## src/rtl/tlvi_consts.vh

```
// Constants for the two level vectored interrupt unit.
// Assumes inclusion by bare name from every design file that needs them.
`ifndef TLVI_CONSTS_VH
`define TLVI_CONSTS_VH

// Special register byte addresses
`define TLVI_ADDR_ENABLE 8'hA8
`define TLVI_ADDR_PRIO 8'hB8

// Reset values
`define TLVI_ENABLE_RST 8'h00
`define TLVI_PRIO_RST 7'h00

// Enable register field positions
`define TLVI_BIT_GATE 7
`define TLVI_BIT_SPI 6
`define TLVI_BIT_TMR2 5
`define TLVI_BIT_UART 4
`define TLVI_BIT_TMR1 3
`define TLVI_BIT_EXT1 2
`define TLVI_BIT_TMR0 1
`define TLVI_BIT_EXT0 0

// Priority register bit 7 has no storage and reads as one
`define TLVI_PRIO_TOP 1'b1

// Fixed source order numbers
`define TLVI_SRC_EXT0 0
`define TLVI_SRC_TMR0 1
`define TLVI_SRC_EXT1 2
`define TLVI_SRC_TMR1 3
`define TLVI_SRC_UART 4
`define TLVI_SRC_TMR2 5
`define TLVI_SRC_SPI 6
`define TLVI_SRC_FIRST_X 7
`define TLVI_SRC_TMR3 13
`define TLVI_SRC_NONE 16
`define TLVI_SRC_PMATCH 17
`define TLVI_NUM_SRC 18

// Vector layout
`define TLVI_VEC_RESET 16'h0000
`define TLVI_VEC_BASE 16'h0003
`define TLVI_VEC_STEP 16'h0008

// Timing in system clocks
`define TLVI_DETECT_CYCLES 1
`define TLVI_CALL_CYCLES 3'h4

`endif

```

## src/rtl/tlvi_irq_unit.v

```verilog
// Two level vectored interrupt unit: enable and priority registers,
// per-cycle arbitration, vector call sequencing and in-service tracking.
// Assumes pending flags and core strobes arrive from logic on ref_clk;
// pending flags live in the peripherals, which act on the clear pulses.
`include "tlvi_consts.vh"

module tlvi_irq_unit (
  input wire ref_clk,
  input wire rst_b,
  input wire [7:0] sfr_addr,
  input wire sfr_wr,
  input wire [7:0] sfr_wdata,
  input wire sfr_rd,
  output reg [7:0] sfr_rdata,
  input wire [7:0] sfr_bit_addr,
  input wire sfr_bit_wr,
  input wire sfr_bit_wdata,
  input wire sfr_bit_rd,
  output reg sfr_bit_rdata,
  input wire ext_input_zero_pend,
  input wire timer0_ovf_pend,
  input wire ext_input_one_pend,
  input wire timer1_ovf_pend,
  input wire uart_rx_pend,
  input wire uart_tx_pend,
  input wire timer2_low_overflow,
  input wire timer2_high_overflow,
  input wire spi_transfer_done,
  input wire spi_write_collision,
  input wire spi_mode_fault,
  input wire spi_receive_overrun,
  input wire timer3_low_overflow,
  input wire timer3_high_overflow,
  input wire [17:7] xsrc_pend,
  input wire [17:7] xsrc_en,
  input wire [17:7] xsrc_prio,
  input wire instr_boundary,
  input wire return_from_isr,
  output reg irq_req_q,
  output reg [15:0] irq_vector_q,
  output reg irq_level_q,
  output reg long_vector_call_q,
  output reg [3:0] hw_flag_clr_q,
  output reg insvc_hi_q,
  output reg insvc_lo_q
);

  // Vector address of a source order number
  function [15:0] tlvi_vector;
    input [4:0] order;
    begin
      tlvi_vector = `TLVI_VEC_BASE + {8'h00, order, 3'b000};
    end
  endfunction

  // Bit address decode: upper five bits pick the byte, low three the bit
  function tlvi_bit_hit;
    input [7:0] bit_addr;
    input [7:0] byte_addr;
    begin
      tlvi_bit_hit = (bit_addr[7:3] == byte_addr[7:3]);
    end
  endfunction

  reg [7:0] enable_q;
  reg [7:0] enable_d;
  reg [6:0] prio_q;
  reg [6:0] prio_d;
  reg [2:0] call_cnt_q;
  reg [17:0] src_req;
  reg [17:0] src_prio;
  reg [7:0] prio_view;
  wire arb_found;
  wire [4:0] arb_idx;
  wire arb_level;
  wire call_busy;
  wire take;
  wire req_d;
  wire hi_busy;
  wire lo_busy;

  // Priority register as software sees it
  always @* begin
    prio_view = {`TLVI_PRIO_TOP, prio_q};
  end

  // Byte writes and single bit writes to enable and priority
  always @* begin
    enable_d = enable_q;
    prio_d = prio_q;
    if (sfr_wr && (sfr_addr == `TLVI_ADDR_ENABLE)) begin
      enable_d = sfr_wdata;
    end
    if (sfr_wr && (sfr_addr == `TLVI_ADDR_PRIO)) begin
      prio_d = sfr_wdata[6:0];
    end
    if (sfr_bit_wr && tlvi_bit_hit(sfr_bit_addr, `TLVI_ADDR_ENABLE)) begin
      enable_d[sfr_bit_addr[2:0]] = sfr_bit_wdata;
    end
    if (sfr_bit_wr && tlvi_bit_hit(sfr_bit_addr, `TLVI_ADDR_PRIO) &&
        (sfr_bit_addr[2:0] != 3'h7)) begin
      prio_d[sfr_bit_addr[2:0]] = sfr_bit_wdata;
    end
  end

  // Register storage
  always @(posedge ref_clk or negedge rst_b) begin
    if (!rst_b) begin
      enable_q <= `TLVI_ENABLE_RST;
      prio_q <= `TLVI_PRIO_RST;
    end else begin
      enable_q <= enable_d;
      prio_q <= prio_d;
    end
  end

  // Byte and bit read answers, one clock after the strobe
  always @(posedge ref_clk or negedge rst_b) begin
    if (!rst_b) begin
      sfr_rdata <= 8'h00;
      sfr_bit_rdata <= 1'b0;
    end else begin
      if (sfr_rd) begin
        if (sfr_addr == `TLVI_ADDR_ENABLE) begin
          sfr_rdata <= enable_q;
        end else if (sfr_addr == `TLVI_ADDR_PRIO) begin
          sfr_rdata <= prio_view;
        end else begin
          sfr_rdata <= 8'h00;
        end
      end
      if (sfr_bit_rd) begin
        if (tlvi_bit_hit(sfr_bit_addr, `TLVI_ADDR_ENABLE)) begin
          sfr_bit_rdata <= enable_q[sfr_bit_addr[2:0]];
        end else if (tlvi_bit_hit(sfr_bit_addr, `TLVI_ADDR_PRIO)) begin
          sfr_bit_rdata <= prio_view[sfr_bit_addr[2:0]];
        end else begin
          sfr_bit_rdata <= 1'b0;
        end
      end
    end
  end

  // Masked requests in fixed order; flags themselves ignore the enables
  always @* begin
    src_req = 18'h0_0000;
    src_req[`TLVI_SRC_EXT0] = ext_input_zero_pend &
                              enable_q[`TLVI_BIT_EXT0];
    src_req[`TLVI_SRC_TMR0] = timer0_ovf_pend & enable_q[`TLVI_BIT_TMR0];
    src_req[`TLVI_SRC_EXT1] = ext_input_one_pend &
                              enable_q[`TLVI_BIT_EXT1];
    src_req[`TLVI_SRC_TMR1] = timer1_ovf_pend & enable_q[`TLVI_BIT_TMR1];
    src_req[`TLVI_SRC_UART] = (uart_rx_pend | uart_tx_pend) &
                              enable_q[`TLVI_BIT_UART];
    src_req[`TLVI_SRC_TMR2] = (timer2_low_overflow |
                               timer2_high_overflow) &
                              enable_q[`TLVI_BIT_TMR2];
    src_req[`TLVI_SRC_SPI] = (spi_transfer_done | spi_write_collision |
                              spi_mode_fault | spi_receive_overrun) &
                             enable_q[`TLVI_BIT_SPI];
    src_req[17:7] = xsrc_pend & xsrc_en;
    src_req[`TLVI_SRC_TMR3] = (timer3_low_overflow |
                               timer3_high_overflow) &
                              xsrc_en[`TLVI_SRC_TMR3];
    src_req[`TLVI_SRC_NONE] = 1'b0;
    if (!enable_q[`TLVI_BIT_GATE]) begin
      src_req = 18'h0_0000;
    end
  end

  // Level of each source: basic register low, external inputs above
  always @* begin
    src_prio = {xsrc_prio, prio_q};
  end

  // Levels still busy once a return ending in this clock completes, so
  // a waiting request is raised at once and taken one instruction later
  assign hi_busy = insvc_hi_q & ~return_from_isr;
  assign lo_busy = insvc_lo_q & ~(return_from_isr & ~insvc_hi_q);

  // Arbitration: a level may enter only above what is in service;
  // a low routine gives way to high, a high routine to nothing
  tlvi_arbiter #(
    .N(`TLVI_NUM_SRC)
  ) tlvi_arbiter_inst (
    .req(src_req),
    .prio(src_prio),
    .allow_hi(~hi_busy),
    .allow_lo(~hi_busy & ~lo_busy),
    .found(arb_found),
    .idx(arb_idx),
    .level(arb_level)
  );

  // Call in progress from the take until the fourth call clock;
  // the request stays low meanwhile so the vector cannot change
  assign call_busy = (call_cnt_q != 3'h0);

  // Taken at an instruction end, never the one that ends a return
  assign take = irq_req_q & instr_boundary & ~return_from_isr &
                ~call_busy;

  // Request is rebuilt every clock; the register is the detect clock
  assign req_d = arb_found & ~take & ~call_busy;

  // Registered request, vector and level toward the core
  always @(posedge ref_clk or negedge rst_b) begin
    if (!rst_b) begin
      irq_req_q <= 1'b0;
      irq_vector_q <= `TLVI_VEC_RESET;
      irq_level_q <= 1'b0;
    end else begin
      irq_req_q <= req_d;
      if (req_d) begin
        irq_vector_q <= tlvi_vector(arb_idx);
        irq_level_q <= arb_level;
      end
    end
  end

  // Vector call sequencer: four clocks of call after the take
  always @(posedge ref_clk or negedge rst_b) begin
    if (!rst_b) begin
      call_cnt_q <= 3'h0;
      long_vector_call_q <= 1'b0;
    end else begin
      if (take) begin
        call_cnt_q <= `TLVI_CALL_CYCLES;
      end else if (call_busy) begin
        call_cnt_q <= call_cnt_q - 3'h1;
      end
      long_vector_call_q <= take | (call_cnt_q > 3'h1);
    end
  end

  // Hardware clears only the two external and two timer 0/1 flags;
  // the vector compared is the one latched with the request taken
  always @(posedge ref_clk or negedge rst_b) begin
    if (!rst_b) begin
      hw_flag_clr_q <= 4'h0;
    end else begin
      hw_flag_clr_q <= 4'h0;
      if (take && (irq_vector_q == tlvi_vector(`TLVI_SRC_EXT0))) begin
        hw_flag_clr_q[0] <= 1'b1;
      end
      if (take && (irq_vector_q == tlvi_vector(`TLVI_SRC_TMR0))) begin
        hw_flag_clr_q[1] <= 1'b1;
      end
      if (take && (irq_vector_q == tlvi_vector(`TLVI_SRC_EXT1))) begin
        hw_flag_clr_q[2] <= 1'b1;
      end
      if (take && (irq_vector_q == tlvi_vector(`TLVI_SRC_TMR1))) begin
        hw_flag_clr_q[3] <= 1'b1;
      end
    end
  end

  // In-service levels: set at take, highest one ends at each return
  always @(posedge ref_clk or negedge rst_b) begin
    if (!rst_b) begin
      insvc_hi_q <= 1'b0;
      insvc_lo_q <= 1'b0;
    end else begin
      if (return_from_isr) begin
        if (insvc_hi_q) begin
          insvc_hi_q <= 1'b0;
        end else begin
          insvc_lo_q <= 1'b0;
        end
      end else if (take) begin
        if (irq_level_q) begin
          insvc_hi_q <= 1'b1;
        end else begin
          insvc_lo_q <= 1'b1;
        end
      end
    end
  end

endmodule

```

## src/rtl/tlvi_arbiter.v

```verilog
// Priority arbiter of the two level vectored interrupt unit.
// Assumes purely combinational use; the caller registers the result.
`include "tlvi_consts.vh"

module tlvi_arbiter #(
  parameter N = `TLVI_NUM_SRC
) (
  input wire [N-1:0] req,
  input wire [N-1:0] prio,
  input wire allow_hi,
  input wire allow_lo,
  output reg found,
  output reg [4:0] idx,
  output reg level
);

  // Lowest order number among a set of requests
  function [4:0] tlvi_lowest;
    input [N-1:0] vec;
    integer k;
    begin
      tlvi_lowest = 5'h0_0;
      for (k = N - 1; k >= 0; k = k - 1) begin
        if (vec[k]) begin
          tlvi_lowest = k[4:0];
        end
      end
    end
  endfunction

  wire [N-1:0] hi_req = req & prio;
  wire [N-1:0] lo_req = req & ~prio;

  // High level first, then fixed order inside the level
  always @* begin
    found = 1'b0;
    idx = 5'h0_0;
    level = 1'b0;
    if (allow_hi && (|hi_req)) begin
      found = 1'b1;
      idx = tlvi_lowest(hi_req);
      level = 1'b1;
    end else if (allow_lo && (|lo_req)) begin
      found = 1'b1;
      idx = tlvi_lowest(lo_req);
      level = 1'b0;
    end
  end

endmodule

```

## config.mk

```make
export PLATFORM = sky130hd
export DESIGN_NAME = tlvi_irq_unit
export DESIGN_NICKNAME = d
export VERILOG_FILES = /design/src/rtl/tlvi_irq_unit.v /design/src/rtl/tlvi_arbiter.v
export VERILOG_INCLUDE_DIRS = /design/src /design/src/rtl
export SDC_FILE = /design/constraint.sdc
export NUM_CORES = 1
export LEC_CHECK = 0
export ABC_AREA = 0
export ABC_CLOCK_PERIOD_IN_PS = 3200
export BUFFER_PORTS_ARGS = -buffer_cell sky130_fd_sc_hd__buf_2
export CORE_ASPECT_RATIO = 1.75
export CORE_MARGIN = 2
export CORE_UTILIZATION = 50
export CTS_CLUSTER_DIAMETER = 60
export CTS_CLUSTER_SIZE = 8
export DETAILED_ROUTE_END_ITERATION = 8
export PLACE_DENSITY_LB_ADDON = 0.08
export RECOVER_POWER = 50
export SLEW_MARGIN = 15
export SYNTH_ARGS = -nofsm -noshare
export SYNTH_HDL_FRONTEND = slang
export SYNTH_SLANG_ARGS = --single-unit
```

## constraint.sdc

```tcl
create_clock -name ref_clk -period 3.2 [get_ports ref_clk]
set_input_delay 0.48 -clock ref_clk [delete_from_list [all_inputs] [get_ports ref_clk]]
set_output_delay 0.48 -clock ref_clk [all_outputs]
set_load 0.03 [all_outputs]
```

# Word level (Yosys, flattened, before mapping)
# Cells that the tools add are included.
[word_totals]
reg_bits = 52
in_bits = 80
output_inout_bits = 34
elab_cells = 154
[op_classes]
addsub = 2
magnitude_cmp = 3
eq_ne = 11
muxes = 71
n_bitwise = 35
reduce_logical = 20
[op_table]
columns = ["op", "n"]
rows = [
  ["$mux W5", 38],
  ["$and A18 B18 Y18", 2],
  ["$reduce_or A18 Y1", 2],
  ["$eq A16 B5 Y1 const B", 2],
  ["$mux W8", 4],
  ["$mux W1", 19],
  ["$mux W18", 1],
  ["$not A18 Y18", 1],
  ["$and A1 B1 Y1", 17],
  ["$eq A16 B2 Y1 const B", 1],
  ["$eq A16 B4 Y1 const B", 1],
  ["$eq A8 B8 Y1 const B", 2],
  ["$mux W7", 2],
  ["$logic_and A1 B1 Y1", 12],
  ["$and A11 B11 Y11", 1],
  ["$eq A5 B5 Y1 const B", 2],
  ["$add A2 B8 Y9 const A", 1],
  ["$bwmux W8", 1],
  ["$bwmux W7", 1],
  ["$not A1 Y1", 7],
  ["$or A1 B1 Y1", 7],
  ["$bmux W1 S3", 2],
  ["$mux W3", 2],
  ["$reduce_bool A2 Y1", 3],
  ["10 further kinds", 11],
]

# Depth between registers and ports, before layout
[logic_depth]
ltp_word = 27
ltp_mapped = 9
depth_no_buf = 8

# Cells and area by module
# A second synthesis with hierarchy kept.
[unflattened]
hier_cells = 339
hier_area_um2 = 3089.2
[by_module_without_submodules]
columns = ["mod", "instances", "cells_each", "area_per_inst_um2", "seq_area_each_um2"]
rows = [
  ["tlvi_irq_unit", 1, 228, 2412.3, 1051.0],
  ["tlvi_arbiter", 1, 111, 676.9, 0.0],
]

# Worst setup path before layout
# No wires, ideal clock.
[synth_path]
kind = "input -> register"
start = "input timer0_ovf_pend"
end = "register irq_vector_q[7]"
arrival_ns = 2.220
required_ns = 3.075
slack_ns = 0.854
stages = 7
cell_sequence = "and4b_4 -> or4_4 -> or3_4 -> o21a_4 -> nor2_4 -> inv_2 -> mux2_4"
[synth_via]
elab_chain_cells = 9
[synth_rtl]
columns = ["element", "line_no", "text"]
rows = [
  ["from (decl)", "tlvi_irq_unit.v:21", "input wire timer0_ovf_pend,"],
  ["$and A1 B1 Y1 (*)", "tlvi_irq_unit.v:149", "src_req[`TLVI_SRC_TMR0] = timer0_ovf_pend & enable_q[`TLVI_BIT_TMR0];"],
  ["$mux W18 (*)", "tlvi_irq_unit.v:166", "if (!enable_q[`TLVI_BIT_GATE]) begin"],
  ["$and A18 B18 Y18", "tlvi_arbiter.v:32", "wire [N-1:0] lo_req = req & ~prio;"],
  ["$reduce_or A18 Y1", "tlvi_arbiter.v:43", "end else if (allow_lo && (|lo_req)) begin"],
  ["$logic_and A1 B1 Y1", "tlvi_arbiter.v:43", ""],
  ["$mux W1", "tlvi_arbiter.v:43", ""],
  ["$mux W1 (*)", "tlvi_arbiter.v:39", "if (allow_hi && (|hi_req)) begin"],
  ["$and A1 B1 Y1 (*) (2 in a row)", "tlvi_irq_unit.v:204", "assign req_d = arb_found & ~take & ~call_busy;"],
  ["net req_d", "tlvi_irq_unit.v:78", "wire req_d;"],
  ["to (signal assigned)", "tlvi_irq_unit.v:210", "irq_vector_q <= `TLVI_VEC_RESET;"],
  ["to (signal assigned)", "tlvi_irq_unit.v:215", "irq_vector_q <= tlvi_vector(arb_idx);"],
  ["to (decl)", "tlvi_irq_unit.v:40", "output reg [15:0] irq_vector_q,"],
]
# The timed path passes the listed nets; every way through them passes the cells marked *.
# A chain may end at the register's enable or synchronous reset.

# Worst setup path after layout
[layout_path]
start = "register enable_q[7]"
end = "register irq_vector_q[7]"
[layout_rtl]
columns = ["element", "line_no", "text"]
rows = [
  ["from (decl)", "tlvi_irq_unit.v:65", "reg [7:0] enable_q;"],
  ["from (signal assigned)", "tlvi_irq_unit.v:109", "enable_q <= `TLVI_ENABLE_RST;"],
  ["from (signal assigned)", "tlvi_irq_unit.v:112", "enable_q <= enable_d;"],
  ["$mux W18 (*)", "tlvi_irq_unit.v:166", ""],
  ["$and A18 B18 Y18", "tlvi_arbiter.v:32", ""],
  ["$reduce_or A18 Y1", "tlvi_arbiter.v:43", ""],
  ["$logic_and A1 B1 Y1", "tlvi_arbiter.v:43", ""],
  ["$mux W1", "tlvi_arbiter.v:43", ""],
  ["$mux W1 (*)", "tlvi_arbiter.v:39", ""],
  ["$and A1 B1 Y1 (*) (2 in a row)", "tlvi_irq_unit.v:204", ""],
  ["net req_d", "tlvi_irq_unit.v:78", ""],
]
# Marked as above.

==> impl_metrics.tcl <==
set metrics [dict create \
    ctsLongestPathBuffers 2 \
    clkSlewWorstSetupHoldPaths_ns 0.08 \
    cts_inserted_buffers 5 \
    fin_crit_ns 2.63 \
    tightest_slew_ns 2.31 \
    p_leak_nw 1.88 \
    async_flop_share 1.00 \
    cts_tree "yes" \
    cts.sinks 42 \
    met3_usage 0.0395 \
    area_delta_synth_final_pct 19.6 \
    peakVddDrop_uv 313 \
    crit_slowest_cell "dfrtp_1" \
    cp-end-kind "flip-flop" \
    cp.arrival_ns 2.83 \
    rows 38 \
    port_buffers 100 \
    start_util 0.509 \
    synth_cell_types 66 \
    pre_cts_ws_ns 0.583 \
    status "finished, violations left" \
    yosys_warnings 0 \
    cts_resized 0 \
    drive_above_1_share 0.296 \
    die_area_sq_mm 0.00692 \
    first_global_vias 3126 \
    cpLargestDelayFamily "simple AND/OR/NAND/NOR gates" \
    antenna_found_initial 0 \
    clock.fmax_ghz 0.380 \
    avgViaCountPerCell 5.83 \
    ys_seq_area_frac 0.337 \
    crit_chain "buf_4, and4b_1, nor4bb_1, nand4_1, o21a_4, nor2_4, inv_2, mux2_4" \
    path_max_fanout 24 \
    clock_latency_ns 0.31 \
    failed_checks "max-capacitance violations, max-slew violations" \
    totalWireLength_um 8690 \
    nets 541 \
    antenna_left 0 \
    setup_ws_ns 0.570 \
    mostFrequentLayoutCells "buf_2 (95), dfrtp_1 (42), nand2_1 (35), nor2_1 (26), nand4_1 (19)" \
    initialDrtViolationCount 144 \
    path_buf_inv 2 \
    ys.flop_type "dfrtp_1" \
    netlist_area_sq_mm 0.00312 \
    overflow 0 \
    setup_viol 0 \
    die_x_um 63.7 \
    dp_hpwl_um 6870 \
    hold_path.class "primary input to flip-flop" \
    crit_required_ns 3.40 \
    critPathMaxStageDelay_ns 0.49 \
    total_power_mw 1.66 \
    avgSynthCellArea_sq_um 8.58 \
    maxSlewHeadroom -0.537 \
    grt-busiest-layer "met2" \
    syn-instance-count 364 \
    cap_violations 1 \
    place_inst 531 \
    final_common_cell "buf_2" \
    fin_skew_ns 0.00756 \
    grt_pass1_wl_um 13900 \
    pin_count 114 \
    grtUsageMet1 0.250 \
    fin_setup_tns_ns 0 \
    fin_crit_sh 0.822 \
    wl_per_cell_um 16.1 \
    drt_pass1_iterations 4 \
    antenna_cells 0 \
    use_met2 0.508 \
    final_area_sq_mm 0.00373 \
    ys_ff_latch 42 \
    n_fill_cell 571 \
    power_density_mw_per_mm2 445 \
    grt_max_degree 43 \
    clock-root-buffer "clkbuf_8" \
    gp_congestion 0.915 \
    num_vias 3145 \
    drv_slew 43 \
    hold_viol 0 \
    die_h_um 109 \
    hold_buffers 0 \
    rsz0062_at_grt "no" \
    start_kind "flip-flop" \
    place_area_sq_mm 0.00365 \
    coreArea_sq_mm 0.00613 \
    critPathKind "flip-flop to flip-flop" \
    drc 0 \
    synth_edf_count 0 \
    htree_levels 2 \
    fin_cells 539 \
    grt_use_total 0.261 \
    post-cts-setup-buffers 0 \
]
==> final timing paths <==
path                                                 from                           to  slack (ns)  depth (start not counted)
worst max-delay path                enable_q[7]$_DFF_PN0_  irq_vector_q[7]$_DFFE_PN0P_        0.57                          8
worst min-delay path                           sfr_bit_rd    sfr_bit_rdata$_DFFE_PN0P_        0.36                          2
worst max register to register      enable_q[7]$_DFF_PN0_  irq_vector_q[7]$_DFFE_PN0P_        0.57                          8
worst min register to register  call_cnt_q[1]$_DFFE_PN0P_    call_cnt_q[1]$_DFFE_PN0P_        0.51                          2
max in group asynchronous                           rst_b          prio_q[5]$_DFF_PN0_        1.03                          1
min in group asynchronous                           rst_b    call_cnt_q[1]$_DFFE_PN0P_        0.84                          1
==> sequential cells by signal, summed over array words and instances, names as in the netlist <==
register            cells
call_cnt_q              3
enable_q                8
hw_flag_clr_q           4
insvc_hi_q              1
insvc_lo_q              1
irq_level_q             1
irq_req_q               1
irq_vector_q            6
long_vector_call_q      1
prio_q                  7
sfr_bit_rdata           1
sfr_rdata               8
==> routing by layer <==
layer  part of all wire  vias to the layer above
li1                   -                     1546
met5                  0                        -
met2               0.57                       90
met1               0.35                     1479
met3              0.032                       30
met4              0.045                        0
==> synthesized netlist by cell type, types with 4 or more instances <==
library cell   n  area share
mux2_2         9       0.032
a211oi_1       6       0.014
or3_1          4      0.0080
nor3_1        12       0.019
o21ai_0       15       0.024
dfrtp_1       42        0.34
a31oi_1        6       0.012
clkbuf_1      13       0.016
o22ai_1        8       0.016
o211ai_1       6       0.014
buf_4         10       0.024
nand3_1       16       0.026
inv_1         15       0.018
a21oi_1       16       0.026
nor4_1         5       0.010
nand4b_1      11       0.031
nand4_1       19       0.038
o21a_1         4      0.0096
nand2_1       35       0.042
and4b_1        8       0.026
nor2_1        26       0.031
mux2i_1       16       0.051
==> area by class of cell <==
class                   instances  area (sq um)  area share
flip-flops and latches         42          1050       0.282
multi-input cells             289          1910       0.511
repair buffers                104           524       0.140
well taps                      80           100      0.0268
inverters                      16          60.1      0.0161
clock inverters                 3          21.3     0.00570
clock buffers                   5          68.8      0.0184
==> where the power goes <==
part	leakage, nW	internal [mW]	total (mW)	switching, mW
Clock	0.0441	0.153	0.358	0.205
Sequential	0.553	0.615	0.708	0.0935
Combinational	1.28	0.239	0.595	0.356
==> cell families after synthesis <==
| logic type | share of synthesized area |
|---|---|
| AND/OR/NAND/NOR | 0.310 |
| AO/OA/AOI/OAI | 0.187 |
| buffers and inverters | 0.0617 |
| multiplexers | 0.0886 |
| flip-flops | 0.337 |
| other | 0.00120 |
| adder cells (fa/ha/maj) | 0.0152 |
==> metrics by stage <==
stage / hold WS (ns) / util
2_1_floorplan: 0.184 / -
3_3_place_gp: 0.464 / 0.595
6_report: 0.364 / 0.609
5_1_grt: 0.389 / 0.609
4_1_cts: 0.341 / 0.610
3_5_place_dp: 0.503 / 0.595
Power figures use the tool's default switching activity.
